File: src/core/packet_sync_pkg.sv
/*
  Shared constants and types for the packet sync and threshold configuration block.
  Assumes one 250 MHz clock and a host on the serial register port.
*/
package packet_sync_pkg;
    localparam logic [5:0] OFS_FIFO_THRESHOLD = 6'h03;
    localparam logic [5:0] OFS_SYNC_HIGH      = 6'h04;
    localparam logic [5:0] OFS_SYNC_LOW       = 6'h05;
    localparam logic [5:0] OFS_PACKET_LENGTH  = 6'h06;
    localparam logic [5:0] OFS_PACKET_CTRL1   = 6'h07;

    localparam logic [7:0] RST_FIFO_THRESHOLD = 8'h07;
    localparam logic [7:0] RST_SYNC_HIGH      = 8'hD3;
    localparam logic [7:0] RST_SYNC_LOW       = 8'h91;
    localparam logic [7:0] RST_PACKET_LENGTH  = 8'hFF;
    localparam logic [7:0] RST_PACKET_CTRL1   = 8'h04;

    localparam int QUALITY_THR_MSB = 7;
    localparam int QUALITY_THR_LSB = 5;
    localparam int AUTOSYNC_BIT = 4;
    localparam int HDR_READ_BIT = 7;
    localparam int HDR_BURST_BIT = 6;

    localparam logic [6:0] TX_LEVEL_TOP = 7'h3D;
    localparam logic [6:0] RX_LEVEL_STEP = 7'h04;
    localparam logic [4:0] PQ_MAX       = 5'h1F;
    localparam logic [4:0] PQ_DEC       = 5'h04;
    localparam logic [4:0] SYNC_BITS    = 5'h10;
    localparam logic [2:0] LAST_BIT     = 3'h7;

    typedef enum logic [0:0] {PH_HEADER, PH_DATA} spi_phase_e;
endpackage : packet_sync_pkg

File: src/core/packet_sync_threshold_config.sv
/*
  Register file, FIFO threshold compare, preamble quality gate, sync word
  detection and packet length check, reached over the serial register port.
  Assumes received bits, FIFO counts and mode inputs come from logic on clock;
  the serial pins come from outside and are synchronised here.
*/
`timescale 1ns/1ns
`default_nettype none
module packet_sync_threshold_config
    import packet_sync_pkg::*;
(
    input  wire logic        clock,
    input  wire logic        rst_n,
    input  wire logic        serial_select_n,
    input  wire logic        serial_clock,
    input  wire logic        serial_data_in,
    output var  logic        serial_data_out,
    output var  logic        serial_data_out_en,
    input  wire logic [6:0]  tx_fifo_bytes,
    input  wire logic [6:0]  rx_fifo_bytes,
    input  wire logic        rx_bit_valid,
    input  wire logic        rx_bit,
    input  wire logic        variable_length,
    input  wire logic        wor_active,
    input  wire logic        length_byte_valid,
    input  wire logic [7:0]  length_byte,
    output var  logic        tx_threshold_reached,
    output var  logic        rx_threshold_reached,
    output var  logic [15:0] sync_word,
    output var  logic [7:0]  packet_length_limit,
    output var  logic        sync_detected,
    output var  logic        wor_timer_reset,
    output var  logic        packet_discard,
    output var  logic        packet_accept,
    output var  logic [4:0]  preamble_quality
);
    typedef struct packed {
        logic        sel_m;
        logic        sel_s;
        logic        sck_m;
        logic        sck_s;
        logic        sck_d;
        logic        mosi_m;
        logic        mosi_s;
        spi_phase_e  phase;
        logic [2:0]  bit_cnt;
        logic        is_read;
        logic        burst;
        logic [5:0]  addr;
        logic [7:0]  shift_in;
        logic [7:0]  shift_out;
        logic        miso;
        logic        miso_en;
        logic [7:0]  fifo_level_threshold;
        logic [7:0]  sync_high;
        logic [7:0]  sync_low;
        logic [7:0]  pkt_len;
        logic [7:0]  pkt_ctrl;
        logic [4:0]  pq_cnt;
        logic        prev_bit;
        logic        prev_valid;
        logic [15:0] sync_shift;
        logic [4:0]  sync_fill;
        logic        tx_reached;
        logic        rx_reached;
        logic [15:0] sync_word;
        logic [7:0]  len_limit;
        logic        sync_det;
        logic        wor_reset;
        logic        discard;
        logic        accept;
    } state_s;

    // select idles high so a frame never starts out of reset
    localparam state_s STATE_RESET = '{
        sel_m:                1'b1,
        sel_s:                1'b1,
        phase:                PH_HEADER,
        fifo_level_threshold: RST_FIFO_THRESHOLD,
        sync_high:            RST_SYNC_HIGH,
        sync_low:             RST_SYNC_LOW,
        pkt_len:              RST_PACKET_LENGTH,
        pkt_ctrl:             RST_PACKET_CTRL1,
        sync_word:            {RST_SYNC_HIGH, RST_SYNC_LOW},
        len_limit:            RST_PACKET_LENGTH,
        default:              '0};

    state_s state_reg;
    state_s state_next;

    // unmapped addresses read as zero
    function automatic logic [7:0] read_reg(input state_s s, input logic [5:0] a);
        logic [7:0] v;
        v = 8'h00;
        if (a == OFS_FIFO_THRESHOLD) begin
            v = s.fifo_level_threshold;
        end else if (a == OFS_SYNC_HIGH) begin
            v = s.sync_high;
        end else if (a == OFS_SYNC_LOW) begin
            v = s.sync_low;
        end else if (a == OFS_PACKET_LENGTH) begin
            v = s.pkt_len;
        end else if (a == OFS_PACKET_CTRL1) begin
            v = s.pkt_ctrl;
        end
        return v;
    endfunction : read_reg

    logic [2:0]  quality_thr;
    logic        pq_ok;
    logic [6:0]  tx_level;
    logic [6:0]  rx_level;
    logic [15:0] sync_candidate;
    logic        sync_hit;
    logic        sck_rise;
    logic        sck_fall;
    logic [7:0]  byte_in;
    logic [5:0]  addr_inc;

    always_comb begin
        quality_thr    = state_reg.pkt_ctrl[QUALITY_THR_MSB:QUALITY_THR_LSB];
        pq_ok          = (quality_thr == 3'h0) || (state_reg.pq_cnt >= {quality_thr, 2'b00});
        tx_level       = TX_LEVEL_TOP - {1'b0, state_reg.fifo_level_threshold[3:0], 2'b00};
        rx_level       = {1'b0, state_reg.fifo_level_threshold[3:0], 2'b00} + RX_LEVEL_STEP;
        sync_candidate = {state_reg.sync_shift[14:0], rx_bit};
        sync_hit       = rx_bit_valid && (state_reg.sync_fill >= SYNC_BITS - 5'h01)
                         && (sync_candidate == {state_reg.sync_high, state_reg.sync_low}) && pq_ok;
        sck_rise       = state_reg.sck_s & ~state_reg.sck_d;
        sck_fall       = ~state_reg.sck_s & state_reg.sck_d;
        byte_in        = {state_reg.shift_in[6:0], state_reg.mosi_s};
        addr_inc       = state_reg.addr + 6'h01;

        state_next        = state_reg;
        state_next.sel_m  = serial_select_n;
        state_next.sel_s  = state_reg.sel_m;
        state_next.sck_m  = serial_clock;
        state_next.sck_s  = state_reg.sck_m;
        state_next.sck_d  = state_reg.sck_s;
        state_next.mosi_m = serial_data_in;
        state_next.mosi_s = state_reg.mosi_m;
        state_next.miso_en = ~state_reg.sel_s;

        // serial port: header byte, then data bytes, msb first, mode 0
        if (state_reg.sel_s) begin
            state_next.phase     = PH_HEADER;
            state_next.bit_cnt   = 3'h0;
            state_next.shift_out = 8'h00;
            state_next.miso      = 1'b0;
        end else if (sck_rise) begin
            state_next.shift_in = byte_in;
            state_next.bit_cnt  = state_reg.bit_cnt + 3'h1;
            if (state_reg.bit_cnt == LAST_BIT) begin
                if (state_reg.phase == PH_HEADER) begin
                    state_next.is_read   = byte_in[HDR_READ_BIT];
                    state_next.burst     = byte_in[HDR_BURST_BIT];
                    state_next.addr      = byte_in[5:0];
                    state_next.phase     = PH_DATA;
                    state_next.shift_out = read_reg(state_reg, byte_in[5:0]);
                end else begin
                    if (!state_reg.is_read) begin
                        if (state_reg.addr == OFS_FIFO_THRESHOLD) begin
                            state_next.fifo_level_threshold = byte_in;
                        end else if (state_reg.addr == OFS_SYNC_HIGH) begin
                            state_next.sync_high = byte_in;
                        end else if (state_reg.addr == OFS_SYNC_LOW) begin
                            state_next.sync_low = byte_in;
                        end else if (state_reg.addr == OFS_PACKET_LENGTH) begin
                            state_next.pkt_len = byte_in;
                        end else if (state_reg.addr == OFS_PACKET_CTRL1) begin
                            state_next.pkt_ctrl = byte_in;
                        end
                    end
                    // single access keeps the address, burst walks it
                    if (state_reg.burst) begin
                        state_next.addr      = addr_inc;
                        state_next.shift_out = read_reg(state_reg, addr_inc);
                    end else begin
                        state_next.shift_out = read_reg(state_reg, state_reg.addr);
                    end
                end
            end
        end else if (sck_fall) begin
            state_next.miso      = state_reg.shift_out[7];
            state_next.shift_out = {state_reg.shift_out[6:0], 1'b0};
        end

        // preamble quality estimator and sync search
        state_next.sync_det  = 1'b0;
        state_next.wor_reset = 1'b0;
        if (rx_bit_valid) begin
            state_next.prev_bit   = rx_bit;
            state_next.prev_valid = 1'b1;
            if (state_reg.prev_valid) begin
                if (rx_bit != state_reg.prev_bit) begin
                    state_next.pq_cnt = (state_reg.pq_cnt == PQ_MAX) ? PQ_MAX
                                                                     : state_reg.pq_cnt + 5'h01;
                end else begin
                    // floor first, the 5-bit subtract would wrap
                    state_next.pq_cnt = (state_reg.pq_cnt < PQ_DEC) ? 5'h00
                                                                    : state_reg.pq_cnt - PQ_DEC;
                end
            end
            state_next.sync_shift = sync_candidate;
            if (state_reg.sync_fill != SYNC_BITS) begin
                state_next.sync_fill = state_reg.sync_fill + 5'h01;
            end
            state_next.sync_det  = sync_hit;
            state_next.wor_reset = sync_hit && state_reg.pkt_ctrl[AUTOSYNC_BIT] && wor_active;
        end

        // the compare gives a verdict in variable length mode only; fixed length gets none
        state_next.len_limit = state_reg.pkt_len;
        state_next.discard   = length_byte_valid && variable_length && (length_byte > state_reg.pkt_len);
        state_next.accept    = length_byte_valid && variable_length && (length_byte <= state_reg.pkt_len);

        state_next.tx_reached = tx_fifo_bytes >= tx_level;
        state_next.rx_reached = rx_fifo_bytes >= rx_level;
        state_next.sync_word  = {state_reg.sync_high, state_reg.sync_low};
    end

    always_ff @(posedge clock or negedge rst_n) begin
        if (!rst_n) begin
            state_reg <= STATE_RESET;
        end else begin
            state_reg <= state_next;
        end
    end

    assign serial_data_out      = state_reg.miso;
    assign serial_data_out_en   = state_reg.miso_en;
    assign tx_threshold_reached = state_reg.tx_reached;
    assign rx_threshold_reached = state_reg.rx_reached;
    assign sync_word            = state_reg.sync_word;
    assign packet_length_limit  = state_reg.len_limit;
    assign sync_detected        = state_reg.sync_det;
    assign wor_timer_reset      = state_reg.wor_reset;
    assign packet_discard       = state_reg.discard;
    assign packet_accept        = state_reg.accept;
    assign preamble_quality     = state_reg.pq_cnt;
endmodule : packet_sync_threshold_config
`default_nettype wire

File: config.mk
export PLATFORM = sky130hd
export DESIGN_NAME = packet_sync_threshold_config
export DESIGN_NICKNAME = d
export VERILOG_FILES = /design/src/core/packet_sync_pkg.sv /design/src/core/packet_sync_threshold_config.sv
export SDC_FILE = /design/constraint.sdc
export NUM_CORES = 1
export LEC_CHECK = 0
export BUFFER_PORTS_ARGS = -buffer_cell sky130_fd_sc_hd__buf_2
export CAP_MARGIN = 0
export CELL_PAD_IN_SITES_DETAIL_PLACEMENT = 1
export CELL_PAD_IN_SITES_GLOBAL_PLACEMENT = 2
export CORE_MARGIN = 5
export CORE_UTILIZATION = 42
export DETAILED_ROUTE_END_ITERATION = 10
export GPL_TIMING_DRIVEN = 1
export PLACE_DENSITY = 0.81
export SYNTH_ARGS = -nofsm -noshare
export SYNTH_HDL_FRONTEND = slang
export SYNTH_SLANG_ARGS = --single-unit
export TNS_END_PERCENT = 50
File: constraint.sdc
create_clock -name clock -period 3.6 [get_ports clock]
set_input_delay 0.72 -clock clock [delete_from_list [all_inputs] [get_ports clock]]
set_output_delay 0.72 -clock clock [all_outputs]
set_load 0.01 [all_outputs]
-- After elaboration in Yosys (flattened, before gate mapping)
Cells that the tools add are included.
- register bits: 134
- output and inout bits: 37
- memories: 0
- bits in latches: 0
- bits in writable memories: 0
- memory bits (read-only): 0
- reductions and logical operators: 27
- $add $sub $neg: 7
- $lt $le $gt $ge: 7
- bitwise operators: 11
- shift operators: 0
- multiplexer cells: 33
- divide/modulo/power cells: 0
- $mul: 0
- eq/ne operators: 23
- operators by type and width (operator ; number):
    two-way mux 8 bit ; 20
    equality test 6 x 3 -> 1 bit, second input constant ; 12
    two-way mux 20 bit ; 1
    equality test 6 x 2 -> 1 bit, second input constant ; 3
    two-way mux 9 bit ; 2
    equality test 16 bit ; 1
    two-way mux 5 bit ; 3
    >= comparator 7 bit ; 2
    two-way mux 6 bit ; 2
    AND reduction 2 bit ; 6
    adder 5 x 1 -> 5 bit, second input constant ; 2
    AND reduction 10 bit ; 1
    inverter 1 bit ; 9
    AND reduction 9 bit ; 1
    > comparator 8 bit ; 1
    less-or-equal comparator 8 bit ; 1
    logical AND 1 bit ; 8
    AND reduction 4 bit ; 2
    AND reduction 8 bit ; 1
    adder 6 x 3 -> 7 bit, second input constant ; 1
    AND reduction 7 bit ; 1
    subtractor 6 x 6 -> 7 bit, first input constant ; 1
    adder 6 x 1 -> 6 bit, second input constant ; 1
    AND reduction 6 bit ; 1
    19 further kinds ; 25

-- Longest topological paths before layout
- depth in word-level cells: 12
- gate-level depth with buffers: 10

-- Worst setup path before layout
Ideal clock, no wire load.
- path type: register to register
- from: reg state_reg[116] in the netlist's numbering
- to: reg state_reg[93] in the netlist's numbering
- setup time: 0.125 ns
- data arrival time: 1.961 ns
- period minus slack after synthesis: 2.086 ns
- cell stages (with the launch flop): 7
- slack: 1.514 ns
- cell sequence: dfrtp_1 ha_1 inv_1 nor3b_4 or4b_1 buf_6 mux2_4
- cells in the longest elaborated chain, start to end: 2
- RTL lines (item ; line ; RTL):
    start, declared ; packet_sync_threshold_config.sv:88 ; state_s state_reg;
    start signal, assigned ; packet_sync_threshold_config.sv:225 ; state_reg <= state_next;
    equality test 6 x 2 -> 1 bit ; packet_sync_threshold_config.sv:161 ; if (state_reg.addr == OFS_FIFO_THRESHOLD) begin
    AND reduction 6 bit (no source line) ; -- ;
Every way passes these cells.
A chain may end at the register's enable or synchronous reset.

-- Worst setup path in the final report
- from: reg state_reg[117] in the netlist's numbering
- to: reg state_reg[95] in the netlist's numbering
The elaborated chain is that of the path after synthesis.

==> impl_results.md <==
* Clock Skew at 0.00906 ns
* Final Critical Period at 3.00 ns
* All-Layer GR Usage at 21.6%
* PortBufs at 68
* Antenna Cells at 0
* Cell breakdown of the critical path: ha_1 -> inv_1 -> nor3b_4 -> buf_4 -> or4b_1 -> mux2_4
* DR WL/cell at 21.6 µm
* Distinct cell type count after synthesis at 62
* Static Leak at 3.69 nW
* CTS Buffer Depth at 2
* Slew Limit Fails at 0
* CTS Hold Buffers Added at 0
* Worst IR Drop VDD at 0.342 mV
* Die W at 141 µm
* Num rows at 48
* Post_cts resized at 0
* Ranking of synthesized cells by area: dfrtp_1, dfstp_2, mux2_2
* CP Launch Point: state_reg[117]
* Main synth FF type: dfrtp_1
* Post-synth ARST share at 100%
* Initial core utilization at 42.4%
* CP endpoint kind: register
* Clock-pin slew on the worst setup and hold paths at 0.06 ns
* Worst R2R Setup Slack at 0.60 ns
* Crit path setup slack, layout at 0.605 ns
* Vias/cell at 5.75
* Sequential fraction of design power at 43.5%
* RSZ-0062 raised after global routing: false
* Final cycle utilization of the critical path at 83.2%
* Synth area leader: dfrtp_1
* Max reg flops at 56
* Max Cap Violations at 0
* H-tree Lvls at 4
* DP Worst Slack at 0.635 ns
* Fin. Hold Viols at 0
* Post-synthesis sequential area ratio at 46.2%
* Most frequent cell after synthesis: dfrtp_1
* Vias in the first global route at 5,899
* Vias post-DR at 5,432
* Slowest CP cell: or4b_1
* Syn avg cell area at 10.6 µm²
* Worst r2r path cells at 6
* Worst-Margin Slew at 1.15 ns
* Core footprint at 17,100 µm²
* Clock share of power at 42.5%
* Clock Latency Late Sink at 0.43 ns
* Share of cells above drive strength 1 at 30.7%
* Status: complete, no violations
* DPL Wire Length at 14,000 µm
* Sw Pwr at 0.00133 W
* Net Sw Frac at 30.0%
* Post-CTS setup buffers at 0
* Post-route antenna net violation count at 0
* CTS Sinks at 132
* Placer Congestion at 0.856
* Crit path to: state_reg[95]
* WP data arrival at 3.31 ns
* Max Clock Freq at 334 MHz
* DRC Markers at 0
* CP max FO at 17
* Synthesized net count at 748
* Largest net degree at the start of global routing at 68
* Slew HR at 23.4%
* Initial DRC count at 442
* Startpoint Class: register
* Most instantiated cells after synthesis: dfrtp_1, nand2_1, mux2_2, a21oi_1, dfstp_2
* Largest stage delay, worst path at 0.74 ns
* Post-synthesis register bit count at 132
* Internal at 0.00310 W
* Worst hold path type: input pin to async pin
* Root Driver: clkbuf_16
* Finished Core Util at 47.9%
* Die area at 20,000 µm²
* First-pass GRT wire length at 33,300 µm
* Mapped Cells at 682
* Area share of the largest cell type after synthesis at 32.4%
* Hold slack at 0.275 ns
* TritonCTS clock tree: built
* WL final at 20,400 µm
* Worst r2r src: state_reg[117]
* Synth Cell Area at 7260 µm²
* 1st-pass router iterations at 5
* Kind of critical path: register to register
* Setup TNS at 0 ns
* FILL cells at 1,878
* Post-synth EDFFs at 0
* R2R Path End: state_reg[95]
* TritonCTS Buffers at 17
* GRT Residual Overflow at 0
* Pwr dens at 541 nW/µm²
* Final setup viols at 0
* Combinational share of power at 14.1%
* CP required at 3.91 ns
* # nets final at 773
* Initial antenna violation count at 0
* Die span in y at 141 µm
* Io pins at 69
* Synth-to-layout area growth at 12.8%
* Synth warn at 0
cell usage in the layout, fill, tap and decap left out, types with 18 or more instances in the layout:
cell type	count
dfrtp_1	94
ha_1	34
dfstp_2	38
o21ai_0	34
nor2_1	33
a21oi_1	44
mux2_2	54
buf_2	67
nand2_1	66
inv_1	28
clkbuf_16	18
cell type report:
cell class	instances	area [µm²]	share of cell area, %
Clock buffer	18	450	5.50
Tap cell	225	282	3.44
Timing Repair Buffer	74	404	4.93
Clock inverter	14	188	2.29
Multi-Input combinational cell	454	3410	41.7
Inverter	28	105	1.28
Sequential cell	132	3350	40.9
how the worst min path moves through the flow:
stage	from	endpoint	slack, ns	depth (start not counted)
6_report	rst_n	packet_accept	0.27	1
5_1_grt	rst_n	packet_accept	0.32	1
3_5_place_dp	state_next[131]	state_next[130]	0.34	0
4_1_cts	rst_n	packet_accept	0.30	1
3_3_place_gp	state_next[131]	state_next[130]	0.34	0
2_1_floorplan	state_next[128]	byte_in[0]	0.33	0
worst max-delay path: cells and delay by family, from the launching register on:
family                     cells  cell delay (ns)
DFF                            1             0.50
buffers and inverters          2             0.45
and+or+nand+nor                2             0.93
muxes                          1             0.40
adders and majority gates      1             0.59
routing by layer:
metal | track usage, % | wire length, µm
met1 | 28.6 | 9020
met2 | 35.0 | 9900
met3 | 4.72 | 1030
met4 | 7.68 | 460
met5 | 0 | 0
kinds of logic after synthesis:
group / count (synthesis) / synth area share, %
compound gates: 143 / 12.9
xor+xnor: 23 / 2.77
fa+ha+maj: 34 / 5.86
buf+inv: 96 / 6.84
flops: 132 / 46.2
mux: 72 / 12.8
simple gates: 182 / 12.7
power groups by stage:
| stage | Sequential, W | Combinational, W | Clock (W) |
|---|---|---|---|
| 2_1_floorplan | 0.00179 | 0.000524 | 0 |
| 6_report | 0.00193 | 0.000625 | 0.00188 |
| 3_3_place_gp | 0.00194 | 0.000594 | 0 |
| 4_1_cts | 0.00193 | 0.000640 | 0.00192 |
| 3_5_place_dp | 0.00196 | 0.000623 | 0 |
| 5_1_grt | 0.00196 | 0.000721 | 0.00199 |
through the flow:
stage	cell area, µm²	total power, W	cells
global placement	7550	0.00254	913
global route	8190	0.00467	945
floorplan	7260	0.00232	682
finish	8190	0.00443	945
detailed placement	7550	0.00258	913
CTS	8190	0.00449	945
Power figures use the tool's default switching activity.
